--- src/core/clock_divider_regs.svh ---
// register offsets, field positions and reset values of the clock divider
`ifndef CLOCK_DIVIDER_REGS_SVH
`define CLOCK_DIVIDER_REGS_SVH

// ==========================================================================
// bus geometry and offsets
`define CLKDIV_ADDR_W                 12
`define RUN_MODE_CLOCK_CONFIG_OFFSET  12'h060

// ==========================================================================
// field positions of run_mode_clock_config
`define SYSTEM_DIVISOR_MSB            26
`define SYSTEM_DIVISOR_LSB            23
`define SYSTEM_DIVIDER_ENABLE_BIT     22
`define PWM_DIVIDER_ENABLE_BIT        20
`define PWM_PREDIVISOR_MSB            19
`define PWM_PREDIVISOR_LSB            17
`define PLL_POWER_DOWN_BIT            13
`define RESERVED_ONE_BIT              12
`define BYPASS_BIT                    11

// ==========================================================================
// reset values and encodings
`define SYSTEM_DIVISOR_RESET          4'hF
`define SYSTEM_DIVIDER_ENABLE_RESET   1'h0
`define PWM_DIVIDER_ENABLE_RESET      1'h0
`define PWM_PREDIVISOR_RESET          3'h7
`define PLL_POWER_DOWN_RESET          1'h1
`define BYPASS_RESET                  1'h1
`define RESERVED_ONE_VALUE            1'h1
`define PWM_PREDIVISOR_MAX_CODE       3'h5
`define PWM_MASK_MAX                  6'h3F
`define PWM_MASK_UNIT                 7'h02

`endif

--- src/core/clock_divider_pkg.sv ---
// types and shared decode for the system and pwm clock divider
`include "clock_divider_regs.svh"

package clock_divider_pkg;

    // ======================================================================
    // types
    typedef logic [3:0]  sys_divisor_t;
    typedef logic [2:0]  pwm_code_t;
    typedef logic [5:0]  pwm_mask_t;
    typedef logic [`CLKDIV_ADDR_W-1:0] reg_addr_t;

    typedef enum logic {
        source_oscillator = 1'b0,
        source_pll        = 1'b1
    } clock_source_t;

    // ======================================================================
    // decode
    // mask of low counter bits that must all be one for a pwm edge
    function automatic pwm_mask_t pwm_mask(input pwm_code_t code);
        logic [6:0] ratio;
        ratio = `PWM_MASK_UNIT << code;
        if (code >= `PWM_PREDIVISOR_MAX_CODE) begin
            pwm_mask = `PWM_MASK_MAX;
        end else begin
            pwm_mask = 6'(ratio - 7'h01);
        end
    endfunction

endpackage

--- src/core/pwm_predivider.sv ---
// power-of-two predivider that derives the pwm timing tick from system ticks
`timescale 1ns/1ps
`default_nettype none

module pwm_predivider
    import clock_divider_pkg::*;
(
    input  wire logic      clock,
    input  wire logic      resetn,
    input  wire logic      sys_tick_d,
    input  wire logic      divider_enable,
    input  wire pwm_code_t predivisor,
    output logic           pwm_tick_q
);

    // ======================================================================
    // free-running count of system ticks
    // a free counter keeps every ratio aligned to one phase; the trade-off is
    // that a code change may give one short pwm period before the new ratio
    logic [5:0] tick_count_q;
    pwm_mask_t  mask;

    assign mask = pwm_mask(predivisor);

    always_ff @(posedge clock or negedge resetn) begin
        if (!resetn) begin
            tick_count_q <= 6'h00;
        end else if (sys_tick_d) begin
            tick_count_q <= tick_count_q + 6'h01;
        end
    end

    // ======================================================================
    // tick registered together with the system tick, so edges coincide
    always_ff @(posedge clock or negedge resetn) begin
        if (!resetn) begin
            pwm_tick_q <= 1'b0;
        end else begin
            pwm_tick_q <= sys_tick_d
                          & (~divider_enable
                             | ((tick_count_q & mask) == mask));
        end
    end
endmodule

`default_nettype wire

--- src/core/system_and_pwm_clock_divider.sv ---
// run-mode clock configuration register, system clock divider and pwm divider
`timescale 1ns/1ps
`default_nettype none

`include "clock_divider_regs.svh"

// How it works
// - a four-bit system divisor, reset to all ones, sets the ratio applied to the pll or oscillator source chosen by bypass.
// - with the pll in use, a programmed divisor below the minimum is replaced by the minimum.
// - with the pll not in use, the programmed divisor applies as written even below the minimum.
// - the divider-enable bit, reset to zero, takes the system clock from the divider output when set.
// - selecting the pll always routes the system clock through the divider, whatever the enable bit says.
// - when the alternate override is set, the alternate divisor replaces this register's divisor.
// - the pwm-divider enable bit, reset to zero, takes the pwm clock from the pwm divider when set.
// - the pwm predivisor divides by 2, 4, 8, 16, 32 for codes 0 to 4 and by 64 for 5 to 7, reset code 7.
// - the pwm clock uses power-of-two ratios only and rises on a system clock rising edge with no offset.
// - the pll power-down bit drives the pll power-down output directly and resets to one.
// - bypass, reset to one, selects the oscillator; clear, the system clock is the pll divided down.
// - reserved bits 21, 16:14 and 10 read zero and bit 12 reads one.
module system_and_pwm_clock_divider
    import clock_divider_pkg::*;
(
    input  wire logic         clock,
    input  wire logic         resetn,
    input  wire reg_addr_t    addr,
    input  wire logic [31:0]  wdata,
    input  wire logic         wr_strobe,
    input  wire logic         rd_strobe,
    output logic [31:0]       rdata,
    input  wire logic         osc_clk_in,
    input  wire logic         pll_clk_in,
    input  wire sys_divisor_t minimum_system_divisor,
    input  wire logic         alternate_config_override,
    input  wire sys_divisor_t alternate_system_divisor,
    output logic              pll_power_down,
    output logic              sys_clk_tick,
    output logic              pwm_clk_tick,
    output logic              sys_source_is_pll,
    output sys_divisor_t      effective_divisor
);

    // ======================================================================
    // address decode, shared by the strobes and the checks
    function automatic logic hits_config(input reg_addr_t a);
        hits_config = (a == `RUN_MODE_CLOCK_CONFIG_OFFSET);
    endfunction

    // ======================================================================
    // register fields
    sys_divisor_t  system_divisor_q;
    logic          system_divider_enable_q;
    logic          pwm_divider_enable_q;
    pwm_code_t     pwm_predivisor_q;
    logic          pll_power_down_q;
    logic          bypass_q;
    logic          config_write;
    logic          config_read;
    logic [31:0]   config_image;

    assign config_write = wr_strobe && hits_config(addr);
    assign config_read  = rd_strobe && hits_config(addr);

    always_ff @(posedge clock or negedge resetn) begin
        if (!resetn) begin
            system_divisor_q        <= `SYSTEM_DIVISOR_RESET;
            system_divider_enable_q <= `SYSTEM_DIVIDER_ENABLE_RESET;
            pwm_divider_enable_q    <= `PWM_DIVIDER_ENABLE_RESET;
            pwm_predivisor_q        <= `PWM_PREDIVISOR_RESET;
            pll_power_down_q        <= `PLL_POWER_DOWN_RESET;
            bypass_q                <= `BYPASS_RESET;
        end else if (config_write) begin
            system_divisor_q        <= wdata[`SYSTEM_DIVISOR_MSB:`SYSTEM_DIVISOR_LSB];
            system_divider_enable_q <= wdata[`SYSTEM_DIVIDER_ENABLE_BIT];
            pwm_divider_enable_q    <= wdata[`PWM_DIVIDER_ENABLE_BIT];
            pwm_predivisor_q        <= wdata[`PWM_PREDIVISOR_MSB:`PWM_PREDIVISOR_LSB];
            pll_power_down_q        <= wdata[`PLL_POWER_DOWN_BIT];
            bypass_q                <= wdata[`BYPASS_BIT];
        end
    end

    // unimplemented and reserved positions read zero, bit 12 reads one
    always_comb begin
        config_image = 32'h0000_0000;
        config_image[`SYSTEM_DIVISOR_MSB:`SYSTEM_DIVISOR_LSB] = system_divisor_q;
        config_image[`SYSTEM_DIVIDER_ENABLE_BIT]              = system_divider_enable_q;
        config_image[`PWM_DIVIDER_ENABLE_BIT]                 = pwm_divider_enable_q;
        config_image[`PWM_PREDIVISOR_MSB:`PWM_PREDIVISOR_LSB] = pwm_predivisor_q;
        config_image[`PLL_POWER_DOWN_BIT]                     = pll_power_down_q;
        config_image[`RESERVED_ONE_BIT]                       = `RESERVED_ONE_VALUE;
        config_image[`BYPASS_BIT]                             = bypass_q;
    end

    // ======================================================================
    // read port: data valid only in the cycle after the strobe
    always_ff @(posedge clock or negedge resetn) begin
        if (!resetn) begin
            rdata <= 32'h0000_0000;
        end else if (config_read) begin
            rdata <= config_image;
        end else begin
            rdata <= 32'h0000_0000;
        end
    end

    // ======================================================================
    // pll power-down pin follows the bit with no extra logic
    assign pll_power_down = pll_power_down_q;

    // ======================================================================
    // source clock synchronisers and rising-edge detection
    // both source clocks are sampled, so each must stay below half the core rate
    logic [1:0] src_meta_q;
    logic [1:0] src_sync_q;
    logic [1:0] src_prev_q;
    logic       osc_edge;
    logic       pll_edge;

    always_ff @(posedge clock or negedge resetn) begin
        if (!resetn) begin
            src_meta_q <= 2'h0;
            src_sync_q <= 2'h0;
            src_prev_q <= 2'h0;
        end else begin
            src_meta_q <= {pll_clk_in, osc_clk_in};
            src_sync_q <= src_meta_q;
            src_prev_q <= src_sync_q;
        end
    end

    assign osc_edge = src_sync_q[0] & ~src_prev_q[0];
    assign pll_edge = src_sync_q[1] & ~src_prev_q[1];

    // ======================================================================
    // source selection and divisor choice
    clock_source_t source;
    sys_divisor_t  raw_divisor;
    sys_divisor_t  divisor;
    logic          use_divider;
    logic          source_edge;

    assign source      = bypass_q ? source_oscillator : source_pll;
    assign source_edge = (source == source_pll) ? pll_edge : osc_edge;
    assign use_divider = system_divider_enable_q
                         | (source == source_pll);
    assign raw_divisor = alternate_config_override ? alternate_system_divisor
                                                   : system_divisor_q;

    always_comb begin
        divisor = raw_divisor;
        if ((source == source_pll) && (raw_divisor < minimum_system_divisor)) begin
            divisor = minimum_system_divisor;
        end
    end

    // ======================================================================
    // system clock divider: divisor code n divides the source by n + 1
    sys_divisor_t div_count_q;
    logic         div_wrap;
    logic         sys_tick_d;

    assign div_wrap   = div_count_q >= divisor;
    assign sys_tick_d = source_edge & (~use_divider | div_wrap);

    always_ff @(posedge clock or negedge resetn) begin
        if (!resetn) begin
            div_count_q <= 4'h0;
        end else if (source_edge) begin
            if (!use_divider || div_wrap) begin
                div_count_q <= 4'h0;
            end else begin
                div_count_q <= div_count_q + 4'h1;
            end
        end
    end

    always_ff @(posedge clock or negedge resetn) begin
        if (!resetn) begin
            sys_clk_tick      <= 1'b0;
            sys_source_is_pll <= 1'b0;
            effective_divisor <= `SYSTEM_DIVISOR_RESET;
        end else begin
            sys_clk_tick      <= sys_tick_d;
            sys_source_is_pll <= (source == source_pll);
            effective_divisor <= divisor;
        end
    end

    // ======================================================================
    // pwm reference, registered beside the system tick
    pwm_predivider u_pwm_predivider (
        .clock          (clock),
        .resetn         (resetn),
        .sys_tick_d     (sys_tick_d),
        .divider_enable (pwm_divider_enable_q),
        .predivisor     (pwm_predivisor_q),
        .pwm_tick_q     (pwm_clk_tick)
    );
endmodule

`default_nettype wire

--- config.mk ---
export PLATFORM = sky130hd
export DESIGN_NAME = system_and_pwm_clock_divider
export DESIGN_NICKNAME = d
export VERILOG_FILES = /design/src/core/clock_divider_pkg.sv /design/src/core/pwm_predivider.sv /design/src/core/system_and_pwm_clock_divider.sv
export VERILOG_INCLUDE_DIRS = /design/src /design/src/core
export SDC_FILE = /design/constraint.sdc
export NUM_CORES = 1
export LEC_CHECK = 0
export BUFFER_PORTS_ARGS = -buffer_cell sky130_fd_sc_hd__buf_4
export CORE_MARGIN = 4
export CORE_UTILIZATION = 40
export CTS_CLUSTER_SIZE = 16
export DETAILED_ROUTE_END_ITERATION = 8
export GPL_TIMING_DRIVEN = 0
export PLACE_DENSITY = 0.65
export SLEW_MARGIN = 20
export SYNTH_ARGS = -nofsm -noshare
export SYNTH_HDL_FRONTEND = slang
export SYNTH_SLANG_ARGS = --single-unit
--- constraint.sdc ---
create_clock -name clock -period 9.3 [get_ports clock]
set_input_delay 0.465 -clock clock [delete_from_list [all_inputs] [get_ports clock]]
set_output_delay 0.465 -clock clock [all_outputs]
set_load 0.05 [all_outputs]
### Word-level counts from Yosys, hierarchy flattened

Cells that the tools add are included.

* bits in registers: 61
* latch bits: 0
* RAM bits: 0
* ROM bits: 0
* input port bits: 59
* output and inout bits: 40
* logic and storage cells: 49
* memories kept: 0

* $add $sub $neg: 3
* multiply operators: 0
* divide/modulo/power cells: 0
* $lt $le $gt $ge: 3
* equal/unequal tests: 2
* shifts and indexed selects: 1
* muxes and demuxes: 7
* bitwise gates (word level): 12
* reduce and logical (&&, ||, !) cells: 5

Operators by type and width (number)
* 27-bit two-way mux: 1
* 12-bit by 7-bit equality test with 1-bit output, second input constant: 1
* 4-bit two-way mux: 3
* 6-bit by 1-bit adder with 6-bit output, second input constant: 1
* 6-bit AND: 1
* 6-bit equality test: 1
* 6-bit two-way mux: 1
* 2-bit by 3-bit << shifter with 6-bit output, first input constant: 1
* 6-bit by 1-bit subtractor with 6-bit output, second input constant: 1
* 4-bit by 1-bit adder with 4-bit output, second input constant: 1
* 1-bit AND: 4
* 4-bit greater-or-equal comparator: 1
* 4-bit < comparator: 1
* 1-bit inverter: 4
* 3-bit greater-or-equal comparator, second input constant: 1
* 1-bit logical AND: 3
* 1-bit bitwise OR: 3
* 1-bit two-way mux: 2
* 1-bit logical NOT: 1
* 1-bit logical OR: 1

### Logic depth before layout (Yosys ltp)

Gate-level depths: netlist of run 1.

* depth in word-level cells: 8
* mapped depth: 14

### Cells and area by module

Synthesis of run 1 repeated with hierarchy kept, for this count alone.

* cell total of the unflattened synthesis: 191
* area, all modules: 2252.2 sq um

By module, submodules not included
* system_and_pwm_clock_divider: times used 1, cells an instance 151, area an instance 1850.5 sq um, sequential area each 992.2 sq um
* pwm_predivider: times used 1, cells an instance 40, area an instance 401.6 sq um, sequential area each 175.2 sq um

### Worst setup path after synthesis of run 1

No wires, ideal clock.

* path type: input to register
* start: input port alternate_config_override
* end: register u_pwm_predivider.tick_count_q[1]
* library setup time: 125 ps
* arrival time: 3672 ps
* required time: 9175 ps
* slack: 5502 ps
* cell stages on the path: 13
* path buffers: 2
* path through: buf_2 -> mux2i_1 -> inv_1 -> ha_1 -> or2_2 -> clkbuf_1 -> or4_1 -> and3_1 -> ha_1 -> or3b_4 -> a2111oi_4 -> nor2_4 -> mux2_4

* longest elaborated chain between the ends: 7

RTL lines
* from (decl): RTL line system_and_pwm_clock_divider.sv:33 `input wire logic alternate_config_override,`
* 4-bit two-way mux *: RTL line system_and_pwm_clock_divider.sv:145 `assign raw_divisor = alternate_config_override ? alternate_system_divisor`
* 4-bit < comparator: RTL line system_and_pwm_clock_divider.sv:150 `if ((source == source_pll) && (raw_divisor < minimum_system_divisor)) begin`
* 1-bit logical AND: RTL line system_and_pwm_clock_divider.sv:150
* 4-bit two-way mux *: RTL line system_and_pwm_clock_divider.sv:150
* net divisor[0]: RTL line system_and_pwm_clock_divider.sv:137 `sys_divisor_t divisor;`
* 4-bit greater-or-equal comparator *: RTL line system_and_pwm_clock_divider.sv:161 `assign div_wrap = div_count_q >= divisor;`
* 1-bit bitwise OR *: RTL line system_and_pwm_clock_divider.sv:162 `assign sys_tick_d = source_edge & (~use_divider | div_wrap);`
* 1-bit AND *: RTL line system_and_pwm_clock_divider.sv:162
* net sys_tick_d: RTL line system_and_pwm_clock_divider.sv:159 `logic sys_tick_d;`
* to (signal assigned): RTL line pwm_predivider.sv:29 `tick_count_q <= tick_count_q + 6'h01;`
* to (decl): RTL line pwm_predivider.sv:20 `logic [5:0] tick_count_q;`

Mark *: on every way through the listed nets, which the timed path passes. The rest lies on a longest branch.
A chain may end at the register's enable or synchronous reset.

### Worst setup path in the final report of run 1

Ends and elaborated chain as after synthesis.

==> results.md, run 1 <==
Detailed routing:
- The final route contains 1,592 vias.
- The first TritonRoute pass finished after 4 iterations.
- In the routed design, unresolved DRC markers number 0.
- The final layout contains routed wiring with a total length of 4.54 mm.
- The wire length per cell after detailed routing is 13.1 µm.
- The detail-routed via count per cell is 4.59.
- The number of nets with antenna violations after routing is 0.
- The first routing iteration left 41 violations.

Logic synthesis:
- By area the synthesized netlist is led by sky130_fd_sc_hd__dfrtp_1, sky130_fd_sc_hd__dfstp_2, sky130_fd_sc_hd__buf_4, sky130_fd_sc_hd__mux2_2, sky130_fd_sc_hd__ha_1.
- In this run, synthesis inferred 0 flip-flops with an integrated enable.
- Summed over its instances, the top area cell type makes up 36.6% of the synthesized netlist area.
- The cell taking the most area after synthesis is sky130_fd_sc_hd__dfrtp_1.
- The synthesized netlist cell count is 192.
- Among all flip-flop cells after synthesis, the most frequent one is sky130_fd_sc_hd__dfrtp_1.
- The proportion of synthesized flip-flops having asynchronous set or reset is 100%.
- The Yosys step of the flow raised 0 warnings.
- The combined area of all synthesized cells is 2260 µm².
- The average instance in the mapped netlist occupies 11.7 µm².
- The portion of the post-synthesis area used by sequential elements is 51.7%.
- The synthesized netlist contains 43 unique library cells.
- In this run, synthesis produced a sequential element count of 46.

Worst setup path:
- The largest fanout on the critical path is 10.
- For the worst setup path, the data arrival time is 3910 ps.
- For this run, the slowest stage of the critical path takes 520 ps.
- The worst setup path is captured at a flip-flop.
- The worst setup path is of the input port to flip-flop kind.
- The largest individual stage delay along the critical path comes from the cell sky130_fd_sc_hd__or4_1.
- By instance count, the cell type seen most on the critical path is sky130_fd_sc_hd__ha_1.
- Traced cell by cell, the critical path runs through buf_2, mux2i_1, inv_1, ha_1, or2_2, clkbuf_1, or4_1, and3_1, ha_1, or3b_4, a2111oi_4, nor2_4, mux2_4.
- The kind of cell adding the most delay to the critical path is simple AND/OR/NAND/NOR gates.
- Data on the critical path is required at its endpoint by 9480 ps.
- The startpoint kind of the worst setup timing path is an input port.
- The sum of buffers and inverters on the critical path is 3.

CTS:
- The tree built by TritonCTS fans out to 46 sinks.
- The longest clock path from root to sink contains 2 buffers.
- The number of buffers added for setup after CTS is 0.
- The clock insertion delay at the later pin of the skew report is 290 ps.
- Post-CTS repair changed the size of 0 cells.
- The cell sitting at the root of the clock tree is a sky130_fd_sc_hd__clkbuf_8.
- The number of hold buffers added after cts is 0.
- TritonCTS created 5 clock buffers.
- The H-tree was split into 2 levels.
- The TritonCTS clock tree is done.
- After clock tree synthesis, the clock-pin slew on the worst setup and hold paths is 90 ps.

Timing:
- The number of hold-slack violations in the final timing report is 0.
- Setup repair after global routing left no endpoint under its margin.
- The share of the cycle needed by the critical path after routing is 40.1%.
- The number of pins with negative max-slew slack in the final report is 0.
- The final total negative setup slack is 0 ps.
- Across the routed clock network, the largest skew measured is 4.73 ps.
- Setup violations remaining at the end of the flow were counted as 0.
- The upper clock frequency limit is 268 MHz.
- After layout, the minimum clock period comes to 3730 ps.
- The transition at the pin with the smallest max-transition slack is 551 ps.
- The relative slew slack is 63.2%.

Layout:
- The layout net count is 342.
- The final non-filler cell area is 2930 µm².
- The area added between synthesis and finish is 30.0%.
- The multi-input combinational cells in the finished layout cover a total of 951 µm².
- The footprint of the flip-flops and latches is 1170 µm².
- The repair_antennas step left the layout with diodes totalling 0.
- The post-route netlist has 42.9% of its cells at a drive strength greater than 1.
- Counting the fill cells in the layout gives 497.

Global routing:
- The number of antenna violations at the first check in global routing is 0.
- The first-pass GRT wire length is 7.67 mm.
- The global router's overall resource usage is 13.7%.
- Summed over all layers, the global routing overflow is 0.
- Entering global routing, the biggest net connects 47 pins.
- The via count of the first global-routing pass is 1,549.

Floorplanning:
- The area of the die is 6910 µm².
- During I/O placement, the number of pins put on the boundary was 99.
- The number of core rows is 27.
- The initial utilization of the core area, before any placement, comes to 41.2%.
- The die is 83.1 µm wide.
- In this run the vertical extent of the chip is 83.1 µm.
- The area of the core is 5470 µm².

Flow run:
- Across the run, the number of max-cap violations was 0.

Placement:
- The count of buffers added on input and output ports is 56.
- The total cell area at the placement stage is 2840 µm².
- The total half-perimeter wirelength after legalization and detailed placement is 3.49 mm.
- The last weighted congestion value of the routability-driven placer is 0.886.

Run status:
- The run finished with clean final reports.

Power:
- The leakage power summed over all cells is 1.55 nW.
- The worst vdd rail ir drop is 0.0000733 V.
- The power density of the placed cells is 182 nW/µm².

Hold path:
- The worst hold-check path type is input port to async pin.
-- state kept, by name, summed over array words and instances, names as in the netlist, 2 cells and up --
name and cells:
src_prev_q 2, pwm_predivisor_q 3, effective_divisor 4, div_count_q 4, rdata 12, system_divisor_q 4
src_sync_q 2, u_pwm_predivider.tick_count_q 6, src_meta_q 2
-- per-stage QoR --
| step | instances | power, mW | hold WS (ps) | utilization (%) | worst slack [ps] |
|---|---|---|---|---|---|
| 2_1_floorplan | 211 | 0.368 | 169 | - | 5500 |
| 3_3_place_gp | 339 | 0.407 | 334 | 51.9 | 5250 |
| 3_5_place_dp | 339 | 0.410 | 340 | 51.9 | 5230 |
| 4_1_cts | 347 | 0.538 | 172 | 53.6 | 5550 |
| 5_1_grt | 347 | 0.565 | 194 | 53.6 | 5340 |
| 6_report | 347 | 0.532 | 149 | 53.6 | 5570 |
-- final timing paths --
| path | slack [ps] | start | cells past startpoint | to |
|---|---|---|---|---|
| worst max-delay path | 5570 | alternate_config_override | 13 | u_pwm_predivider.tick_count_q[1]$_DFFE_PN0P_ |
| worst min register to register | 360 | src_meta_q[0]$_DFF_PN0_ | 0 | src_sync_q[0]$_DFF_PN0_ |
| min in group clock | 280 | osc_clk_in | 1 | src_meta_q[0]$_DFF_PN0_ |
| worst min-delay path | 150 | resetn | 1 | rdata[11]$_DFF_PN0_ |
| max in group asynchronous | 8760 | resetn | 1 | pwm_predivisor_q[2]$_DFFE_PN1P_ |
| worst max register to register | 5590 | system_divisor_q[3]$_DFFE_PN1P_ | 12 | u_pwm_predivider.tick_count_q[1]$_DFFE_PN0P_ |
-- synthesized netlist by cell type (2+ instances only) --
cell type,n
sky130_fd_sc_hd__nor3b_1,2
sky130_fd_sc_hd__nand3_1,6
sky130_fd_sc_hd__clkbuf_1,3
sky130_fd_sc_hd__nand2_1,5
sky130_fd_sc_hd__o2bb2ai_1,2
sky130_fd_sc_hd__xor2_1,6
sky130_fd_sc_hd__o211ai_1,4
sky130_fd_sc_hd__mux2_2,12
sky130_fd_sc_hd__dfstp_2,13
sky130_fd_sc_hd__a21oi_1,7
sky130_fd_sc_hd__buf_4,20
sky130_fd_sc_hd__ha_1,9
sky130_fd_sc_hd__nor3_1,6
sky130_fd_sc_hd__nor4_1,2
sky130_fd_sc_hd__and3_1,16
sky130_fd_sc_hd__mux2i_1,4
sky130_fd_sc_hd__or4_1,4
sky130_fd_sc_hd__dfrtp_1,33
sky130_fd_sc_hd__nor4b_1,2
sky130_fd_sc_hd__inv_1,9
sky130_fd_sc_hd__nor2_1,3
sky130_fd_sc_hd__o21ai_0,2
sky130_fd_sc_hd__buf_2,2
-- placed cells by master, fill, tap and decap left out, types with 6 or more instances in the layout --
| master | instances |
|---|---|
| sky130_fd_sc_hd__a21oi_1 | 7 |
| sky130_fd_sc_hd__and3_1 | 16 |
| sky130_fd_sc_hd__buf_4 | 76 |
| sky130_fd_sc_hd__clkbuf_8 | 6 |
| sky130_fd_sc_hd__conb_1 | 20 |
| sky130_fd_sc_hd__dfrtp_1 | 33 |
| sky130_fd_sc_hd__dfstp_2 | 13 |
| sky130_fd_sc_hd__ha_1 | 9 |
| sky130_fd_sc_hd__inv_1 | 9 |
| sky130_fd_sc_hd__mux2_2 | 12 |
| sky130_fd_sc_hd__nand3_1 | 6 |
| sky130_fd_sc_hd__nor3_1 | 6 |
| sky130_fd_sc_hd__xor2_1 | 6 |
-- final cells by class --
cell class	instances	share of cell area, %
well taps	72	3.07
repair buffers	56	14.3
clock buffers	6	2.82
flip-flops and latches	46	39.8
plain buffers	26	5.97
inverters	9	1.15
clock inverters	2	0.427
multi-input cells	130	32.4
-- worst register-to-register path: cells and delay by family (launching register included) --
family	cells	cell delay, ps
AOI/OAI and AO/OA	1	470
adders and majority gates	2	440
buffers and inverters	2	280
DFF	1	380
muxes	2	530
and+or+nand+nor	5	1490
-- power breakdown --
part	leakage, nW	internal [mW]	switching [mW]
Combinational	0.938	0.0706	0.0912
Sequential	0.566	0.224	0.0200
Clock	0.0472	0.0598	0.0664
Total	1.55	0.355	0.178
-- logic make-up after synthesis --
family	count (synthesis)	share of synthesized area [%]
simple gates	55	14.8
flops	46	51.7
buf+inv	35	9.26
compound gates	23	8.26
mux	17	8.43
fa+ha+maj	9	4.99
xor+xnor	6	2.33
other cells	1	0.166
-- metal layers --
layer  part of all wire [%]  track usage, %  routed length (µm)
met5                      0               0                   0
met4                   0.97            3.12                  44
met2                     51            23.3                2310
met1                     43            17.1                1930
met3                    5.6            4.07                 252
(Power assumes the default switching activity.)
==> run 2: changes to the inputs <==
--- a/config.mk
+++ b/config.mk
@@ -6,13 +6,14 @@
 export SDC_FILE = /design/constraint.sdc
 export NUM_CORES = 1
 export LEC_CHECK = 0
+export ABC_AREA = 1
 export BUFFER_PORTS_ARGS = -buffer_cell sky130_fd_sc_hd__buf_4
 export CORE_MARGIN = 4
 export CORE_UTILIZATION = 40
 export CTS_CLUSTER_SIZE = 16
 export DETAILED_ROUTE_END_ITERATION = 8
 export GPL_TIMING_DRIVEN = 0
-export PLACE_DENSITY = 0.65
+export PLACE_DENSITY = 0.68
 export SLEW_MARGIN = 20
 export SYNTH_ARGS = -nofsm -noshare
 export SYNTH_HDL_FRONTEND = slang
==> constraint.sdc (replaced) <==
create_clock -name clock -period 3.38 [get_ports clock]
set_input_delay 0.169 -clock clock [delete_from_list [all_inputs] [get_ports clock]]
set_output_delay 0.169 -clock clock [all_outputs]
set_load 0.05 [all_outputs]
==> run 2 against run 1 <==
Effect of this change: die area up 3.1%; clock skew shrank 1.1 ps; global-route usage fell by 0.24 points; sequential power grew to 2.7 times the previous value; highest routed layer unchanged; clock power rose to 3.2 times the previous value; critical path type is now flip-flop to flip-flop.
==> results.md, run 2 <==
Floorplanning:
- The chip height is 84.4 µm.
- The effective utilization at floorplan is 41.9%.
- After floorplanning, the core was sized to cover 5570 µm².
- The floorplan step defined a die boundary enclosing 7120 µm².
- The die is 84.4 µm wide.
- Row generation in the floorplan step produced 27 rows.
- During I/O placement, the number of pins put on the boundary was 99.

Timing:
- The worst path needs 2650 ps of the cycle, external delays included.
- Clock skew on the completed layout was measured at 3.67 ps.
- The number of hold-slack violations in the final timing report was 0.
- Setup repair after global routing left no endpoint under its margin.
- Across all setup checks in the final design, the least slack found is 729 ps.
- The worst pin sits at a relative slew slack of 63.4%.
- The setup-violating endpoint count in the final report is 0.
- The number of pins with negative max-slew slack in the final report is 0.
- Based on the critical path, the design can be clocked at up to 377 MHz.
- The transition at the pin with the smallest max-transition slack is 549 ps.
- The share of the cycle needed by the critical path after routing is 78.4%.
- In the final timing run, aggregate negative setup slack is 0 ps.

Layout:
- Leaving out fill and tap cells, the most frequent cell in the layout is sky130_fd_sc_hd__buf_4.
- Relative to the synthesized area, the layout overhead comes to 31.3%.
- The footprint of the flip-flops and latches is 1170 µm².
- Fill cells in the final layout number 528.
- The area used by multi-input combinational logic is 895 µm².
- The most flop-heavy register is rdata.
- The largest registers in the layout are rdata: 12 flops, u_pwm_predivider.tick_count_q: 6 flops.
- Cells with a size suffix above 1 make up 33.5% of the layout.
- In the layout the commonest cells are sky130_fd_sc_hd__buf_4, sky130_fd_sc_hd__nand2_1, sky130_fd_sc_hd__inv_1.
- The count of antenna diodes in the layout is 0.
- The register with the most flip-flops in the layout has 12 of them.
- The layout net count is 419.

Detailed routing:
- The detailed-routing wirelength on met1 is 1.98 mm.
- In this run the remaining antenna-violating nets after routing total 0.
- The pre-antenna-repair detailed-routing pass consisted of 4 iterations.
- After detailed routing, the met3 layer carries 301 µm of wire.
- The vias after detailed routing is 1,810.
- In this run, the number of DRC markers left after iteration 0 of detailed routing was 116.
- The DRC violation count after routing is 0.
- The final layout contains routed wiring with a total length of 4.57 mm.
- In the routed layout, each cell is associated on average with a via count of 4.27.
- The wire length per cell after detailed routing is 10.8 µm.
- After detailed routing, the met2 layer carries 2.25 mm of wire.
- After detailed routing, no signal wire sits above met4.

Logic synthesis:
- Synthesis instantiated 27 different standard cells from the library.
- In the post-synthesis netlist, the cell with the most instances is sky130_fd_sc_hd__nand2_1.
- The top-area cell type share of the netlist area is 35.4%.
- The largest total area in the synthesized netlist belongs to sky130_fd_sc_hd__dfrtp_1.
- The register bit total from synthesis is 46.
- Counting every instance in the synthesized netlist gives 265.
- The proportion of synthesized flip-flops having asynchronous set or reset is 100%.
- The synthesized netlist devotes 22.2% of its cell area to simple gates.
- Summing the areas of all xor and xnor instances in the mapped netlist gives 1.88% of the synthesized area.
- Sorting the synthesized cells by area gives the leading types as sky130_fd_sc_hd__dfrtp_1, sky130_fd_sc_hd__dfstp_2, sky130_fd_sc_hd__nand2_1, sky130_fd_sc_hd__buf_4, sky130_fd_sc_hd__inv_1.
- The portion of the post-synthesis area used by sequential elements is 50.0%.
- The mux share of post-synthesis cell area is 0%.
- The synthesized netlist devotes 4.83% of its cell area to adder and majority cells.
- The mean post-synth cell area is 8.81 µm².
- After synthesis the cells add up to 2330 µm².
- The Yosys warning count is 0.
- The complex-gate fraction of the synthesized area is 6.22%.
- The count of flip-flops with a built-in enable after synthesis is 0.
- Sorting the synthesized cells by how often they occur yields sky130_fd_sc_hd__nand2_1, sky130_fd_sc_hd__inv_1, sky130_fd_sc_hd__dfrtp_1, sky130_fd_sc_hd__buf_4, sky130_fd_sc_hd__nor2_1.
- After synthesis, the largest family of logic cells by area is simple AND/OR/NAND/NOR gates.
- The primary flip-flop cell chosen by synthesis mapping is sky130_fd_sc_hd__dfrtp_1.

Global routing:
- Global routing finished with a remaining overflow of 0.
- In the global route stage, overall resource usage came out at 13.4%.
- The number of antenna violations at the first check in global routing is 0.
- The pin count of the biggest net entering global routing is 47.
- The via count of the first global-routing pass is 1,740.
- The first global-routing pass estimated 7.78 mm of wire.

Placement:
- The total of buffers placed on input and output ports is 57.
- At the end of routability-driven placement, the weighted congestion stood at 0.791.
- The total half-perimeter wirelength after legalization and detailed placement is 3.54 mm.
- The worst slack at placement is 618 ps.

Worst setup path:
- At the worst endpoint, the arrival time is 2880 ps.
- STA classifies the critical path endpoint as a flip-flop.
- The startpoint-to-endpoint class of the critical path is flip-flop to flip-flop.
- In this run the worst path has a maximum fanout of 9.
- The critical path ends at div_count_q[2]$_DFFE_PN0P_.
- The worst register-to-register path ends at div_count_q[2]$_DFFE_PN0P_.
- Data on the critical path is required at its endpoint by 3610 ps.
- For the worst flop-to-flop path, the logic depth is 16.
- The register-to-register setup slack is 730 ps.
- The start point of the critical path is system_divisor_q[3]$_DFFE_PN1P_.
- In this run the critical register-to-register path is launched from system_divisor_q[3]$_DFFE_PN1P_.
- The startpoint kind of the worst setup timing path is a flip-flop.

CTS:
- The H-tree was split into 2 levels.
- The clock passes through at most 2 buffers.
- After clock tree synthesis, the clock-pin slew on the worst setup and hold paths is 80 ps.
- The clock insertion delay at the later pin of the skew report is 300 ps.
- The total CTS buffers is 5.
- TritonCTS built the clock tree.
- The root buffer cell is sky130_fd_sc_hd__clkbuf_8.
- The number of clock sinks is 46.
- The number of instances resized during post-cts repair is 0.
- The number of buffers added for setup after CTS is 0.

Run status:
- The flow ran to the end, and the final reports show no timing, DRC or antenna violations.

Power:
- The cell internal power dissipation is 0.982 mW.
- Summed over all cells, the static leakage comes to 1.67 nW.
- Net switching is 32.7% of the power.
- The power density of the placed cells is 477 nW/µm².
- Per report_power, the sequential group accounts for 45.6% of the total.
- In this run the power spent charging and discharging nets is 0.478 mW.
- The portion of total power attributed to the clock network is 27.4%.
- IR analysis of the VDD net gives a maximum drop of 0.000198 V.
- The combinational power share is 27.0%.

Hold path:
- The worst hold-check path type is input port to flip-flop.

Flow run:
- The tool flagged a number of max-cap violations equal to 0.
## run 2: cell count changes after synthesis, moves of 7 or more
cell / delta
sky130_fd_sc_hd__and3_1: -16
sky130_fd_sc_hd__inv_1: +29
sky130_fd_sc_hd__mux2_2: -12
sky130_fd_sc_hd__nand2_1: +58
sky130_fd_sc_hd__nand3_1: +11
sky130_fd_sc_hd__nor2_1: +17
sky130_fd_sc_hd__o21ai_1: +7
## run 2: how the worst min path moves through the flow
stage               startpoint                         endpoint  slack (ps)  cells past startpoint
floorplan               resetn       div_count_q[0]$_DFFE_PN0P_        -130                      0
global placement        resetn      sys_source_is_pll$_DFF_PN0_         200                      1
detailed placement      resetn      sys_source_is_pll$_DFF_PN0_         200                      1
CTS                  wdata[26]  system_divisor_q[3]$_DFFE_PN1P_          70                      3
global route         wdata[23]  system_divisor_q[0]$_DFFE_PN1P_          70                      3
finish               wdata[26]  system_divisor_q[3]$_DFFE_PN1P_          80                      3
## run 2: worst max-delay path, cell delays in order, from the launching register on
cell and delay, ps:
sky130_fd_sc_hd__dfstp_2 390, sky130_fd_sc_hd__o21ai_0 240, sky130_fd_sc_hd__inv_1 90, sky130_fd_sc_hd__ha_1 300, sky130_fd_sc_hd__nand2_1 60, sky130_fd_sc_hd__nand2_1 50, sky130_fd_sc_hd__inv_1 220, sky130_fd_sc_hd__nand2_4 110
sky130_fd_sc_hd__nand2_1 70, sky130_fd_sc_hd__nand2_1 50, sky130_fd_sc_hd__ha_1 300, sky130_fd_sc_hd__a21oi_1 150, sky130_fd_sc_hd__o21a_1 170, sky130_fd_sc_hd__nand2_4 100, sky130_fd_sc_hd__nand2_4 120, sky130_fd_sc_hd__inv_2 50
sky130_fd_sc_hd__nor2_1 90
## run 2: logic make-up after synthesis
kind of cell	count (synthesis)
compound gates	25
xor+xnor	5
fa+ha+maj	9
buf+inv	65
flops	46
other cells	1
simple gates	114
## run 2: power groups by stage
stage / Clock (mW) / Combinational, mW / Sequential, mW
2_1_floorplan: 0 / 0.259 / 0.700
5_1_grt: 0.437 / 0.446 / 0.676
3_5_place_dp: 0 / 0.396 / 0.675
6_report: 0.400 / 0.394 / 0.665
3_3_place_gp: 0 / 0.387 / 0.673
4_1_cts: 0.412 / 0.398 / 0.665
## run 2: area by class of cell
class                   instances  share of cell area, %
clock buffers                   6                   2.37
inverters                      41                   5.02
repair buffers                 60                   15.0
well taps                      72                   2.94
flip-flops and latches         46                   38.1
multi-input cells             173                   29.2
plain buffers                  24                   6.17
clock inverters                 2                   1.23
## run 2: stage by stage
stage	cell area, µm²	std cells	hold WS (ps)	utilization (%)	total power, mW
global route	3060	424	67.6	54.9	1.56
global placement	2920	413	201	52.4	1.06
floorplan	2400	284	-127	-	0.959
detailed placement	2920	413	199	52.4	1.07
CTS	3060	424	69.2	54.9	1.48
finish	3060	424	77.7	54.9	1.46
## run 2: what timing repair did
action	4_1_cts	5_1_grt
hold buffers	3	0
endpoints found under the setup margin	0	0
endpoints found under the hold margin	35	0
## run 2: per-layer routing
| layer | global-route usage (%) | vias up |
|---|---|---|
| met1 | 17.0 | 802 |
| met3 | 4.02 | 5 |
| li1 | - | 944 |
| met4 | 3.02 | 0 |
| met2 | 22.8 | 59 |
| met5 | 0 | - |
==> run 3: changes to the inputs <==
==> constraint.sdc (replaced) <==
create_clock -name clock -period 2.42 [get_ports clock]
set_input_delay 0.121 -clock clock [delete_from_list [all_inputs] [get_ports clock]]
set_output_delay 0.121 -clock clock [all_outputs]
set_load 0.05 [all_outputs]
==> run 3 against run 2 <==
Effect of this change: critical path type unchanged; power rose by 47%; non-clock buffer count is 16 higher; setup slack worse by 680 ps; hold slack lost 48 ps; largest cell class unchanged; register-to-register slack got worse by 680 ps; global-route usage grew 0.33 points; fmax increased by 12%; critical path depth up 2; die area did not move; final cell count up 4.0%; clock skew about the same.
==> results.md, run 3 (synthesized netlist as in run 2, its figures left out) <==
Timing:
- Setup repair after global routing could not meet its margin everywhere.
- The number of pins with negative max-slew slack in the final report is 0.
- The share of the cycle needed by the critical path after routing is 98.2%.
- At the pin with the least slew margin, the transition time is 550 ps.
- In this run the tightest slew margin relative to its limit is 63.3%.
- The worst path needs 2380 ps of the cycle, external delays included.
- The number of hold-slack violations in the final timing report is 0.
- The clock arrives with 4.03 ps of skew.
- Setup violations remaining at the end of the flow were counted as 0.
- The upper clock frequency limit is 421 MHz.
- The setup slack after layout is 44.6 ps.

CTS:
- The maximum level of the CTS H-tree is 2.
- The total CTS buffers is 5.
- The clock drives 46 sinks.
- The root buffer cell is sky130_fd_sc_hd__clkbuf_8.
- The TritonCTS clock tree is done.
- No sink is reached through more buffers than the 2 on the longest clock path.
- The clock insertion delay at the later pin of the skew report is 300 ps.
- After clock tree synthesis, the clock-pin slew on the worst setup and hold paths is 80 ps.

Layout:
- Counting flops per register, the top entry is rdata.
- Of the cells placed in the final design, the portion with a size suffix greater than 1 is 42.5%.
- The largest registers in the layout are rdata: 12 flops, u_pwm_predivider.tick_count_q: 6 flops.
- The library cells used most frequently in the layout, excluding fill and tap cells, are sky130_fd_sc_hd__buf_4, sky130_fd_sc_hd__nand2_1, sky130_fd_sc_hd__inv_1, sky130_fd_sc_hd__dfrtp_1, sky130_fd_sc_hd__conb_1.
- The layout net count is 436.
- The register with the most flip-flops in the layout has 12 of them.
- The number of antenna diodes in the final layout is 0.
- The area added between synthesis and finish is 40.9%.
- The most common library cell in the layout ignoring fill and taps is sky130_fd_sc_hd__buf_4.
- The layout has 484 filler cells.

Global routing:
- The pin count of the biggest net entering global routing is 47.
- The global router's overall resource usage is 13.8%.
- The overflow left after global routing is 0.
- The first global-routing pass estimated 7.97 mm of wire.
- The number of antenna violations at the first check in global routing is 0.
- The via count of the first global-routing pass was 1,783.

Worst setup path:
- The worst register-to-register path begins at system_divisor_q[3]$_DFFE_PN1P_.
- The count of cells along the worst register-to-register path is 18.
- The kind of capture point of the worst setup path is a flip-flop.
- The capture point of the critical path is div_count_q[2]$_DFFE_PN0P_.
- The register-to-register setup slack is 40 ps.
- The critical path data arrival time is 2610 ps.
- The largest fanout on the critical path is 8.
- The data required time at the worst endpoint is 2660 ps.
- The start point of the critical path is system_divisor_q[3]$_DFFE_PN1P_.
- STA classifies the critical path startpoint as a flip-flop.
- The setup path with the least slack is of type flip-flop to flip-flop.
- The endpoint identified for the worst register-to-register timing path is div_count_q[2]$_DFFE_PN0P_.

Detailed routing:
- For this run, design rule violations remaining after detail routing come to 0.
- Detailed routing inserted a total of 1,879 vias.
- For this block, the initial DRC count from the detailed router was 105.
- In the routed layout, each cell is associated on average with a via count of 4.26.
- The total length of routed wires is 4.90 mm.
- For this run, the detailed router's first-pass iteration total came to 4.
- The detail route stage leaves a number of antenna-violating nets equal to 0.
- The wire length per cell after detailed routing is 11.1 µm.

Floorplanning:
- The number of top-level design ports is 99.
- The floorplan step defined a die boundary enclosing 7120 µm².
- The overall die width is 84.4 µm.
- The initial utilization of the core area, before any placement, comes to 41.9%.
- The chip height is 84.4 µm.
- The initialized floorplan defines 27 standard-cell rows.
- The core region is 5570 µm².

Power:
- The worst-case IR drop observed on VDD is 0.000281 V.
- The leakage power summed over all cells is 1.75 nW.
- The overall power is 2.15 mW.
- Power spread over the standard cell area amounts to 653 nW/µm².

Placement:
- The worst slack at placement is -294 ps.
- Once detailed placement completed, the half-perimeter wirelength came to 3.54 mm.
- The last weighted congestion value of the routability-driven placer is 0.791.
- In this run the tool buffered the top-level ports with 57 buffer cells.

Hold path:
- In this run the worst hold path is classified as input port to flip-flop.

Run status:
- The run finished with clean final reports.

Flow run:
- Across the run, the number of max-cap violations was 0.
## run 3: changes by cell type in the layout (fill, tap and decap cells not counted), sizes merged
cell | before | now
buf | 81 | 97
nand2 | 68 | 69
## run 3: through the flow
stage                     util (%)  setup TNS, ps  instances  hold WS (ps)  cell area, µm²
after floorplan                  -              0        284          -175            2400
after global routing          59.0           -899        441          19.6            3290
after detailed placement      52.4          -2890        413           151            2920
after global placement        52.4          -2520        413           153            2920
final                         59.0              0        441          29.9            3290
after CTS                     56.3          -75.5        432          21.2            3140
## run 3: repair_timing
action                     4_1_cts  5_1_grt
hold endpoints to repair        35        0
gates cloned                     1        0
pin swaps                        9       18
hold buffers                     3        0
gates resized for setup          8       23
buffers inserted                 7        9
setup endpoints to repair       12       12
## run 3: metal layers
metal  wire length (µm)  global-route usage, %
met4                 50                   3.02
met1               2080                   17.3
met2               2470                   23.6
met3                296                   4.02
met5                  0                      0
## run 3: cell type report
class | instances | area [µm²] | share of cell area [%]
Sequential cell | 46 | 1170 | 35.5
Inverter | 41 | 159 | 4.83
Buffer | 24 | 189 | 5.75
Clock buffer | 6 | 72.6 | 2.21
Clock inverter | 2 | 37.5 | 1.14
Tap cell | 72 | 90.1 | 2.74
Multi-Input combinational cell | 174 | 991 | 30.1
Timing Repair Buffer | 76 | 582 | 17.7
## run 3: worst min-delay path by stage
stage               startpoint                               to  slack (ps)  cells after the start
floorplan               resetn       div_count_q[0]$_DFFE_PN0P_        -170                      0
global route         wdata[23]  system_divisor_q[0]$_DFFE_PN1P_          20                      3
detailed placement      resetn      sys_source_is_pll$_DFF_PN0_         150                      1
finish               wdata[26]  system_divisor_q[3]$_DFFE_PN1P_          30                      3
CTS                  wdata[26]  system_divisor_q[3]$_DFFE_PN1P_          20                      3
global placement        resetn      sys_source_is_pll$_DFF_PN0_         150                      1
## run 3: worst max-delay path, cell delays in order, from the launching register on
cell	delay, ps
sky130_fd_sc_hd__dfstp_2	560
sky130_fd_sc_hd__o21ai_2	80
sky130_fd_sc_hd__inv_2	90
sky130_fd_sc_hd__ha_4	200
sky130_fd_sc_hd__nand2_2	60
sky130_fd_sc_hd__nand2_2	60
sky130_fd_sc_hd__inv_4	90
sky130_fd_sc_hd__nand2_4	80
sky130_fd_sc_hd__buf_6	130
sky130_fd_sc_hd__nand2_4	40
sky130_fd_sc_hd__nand2_2	50
sky130_fd_sc_hd__ha_1	280
sky130_fd_sc_hd__o21ai_1	80
sky130_fd_sc_hd__nand2_1	80
sky130_fd_sc_hd__nand2_2	110
sky130_fd_sc_hd__nand2_4	90
sky130_fd_sc_hd__nand2_8	100
sky130_fd_sc_hd__inv_4	40
sky130_fd_sc_hd__nor2_2	80
## run 3: power breakdown
group	switching (mW)	internal (mW)	total, mW
logic	0.388	0.264	0.652
clock network	0.255	0.308	0.563
registers	0.0816	0.852	0.934
total	0.724	1.42	2.15
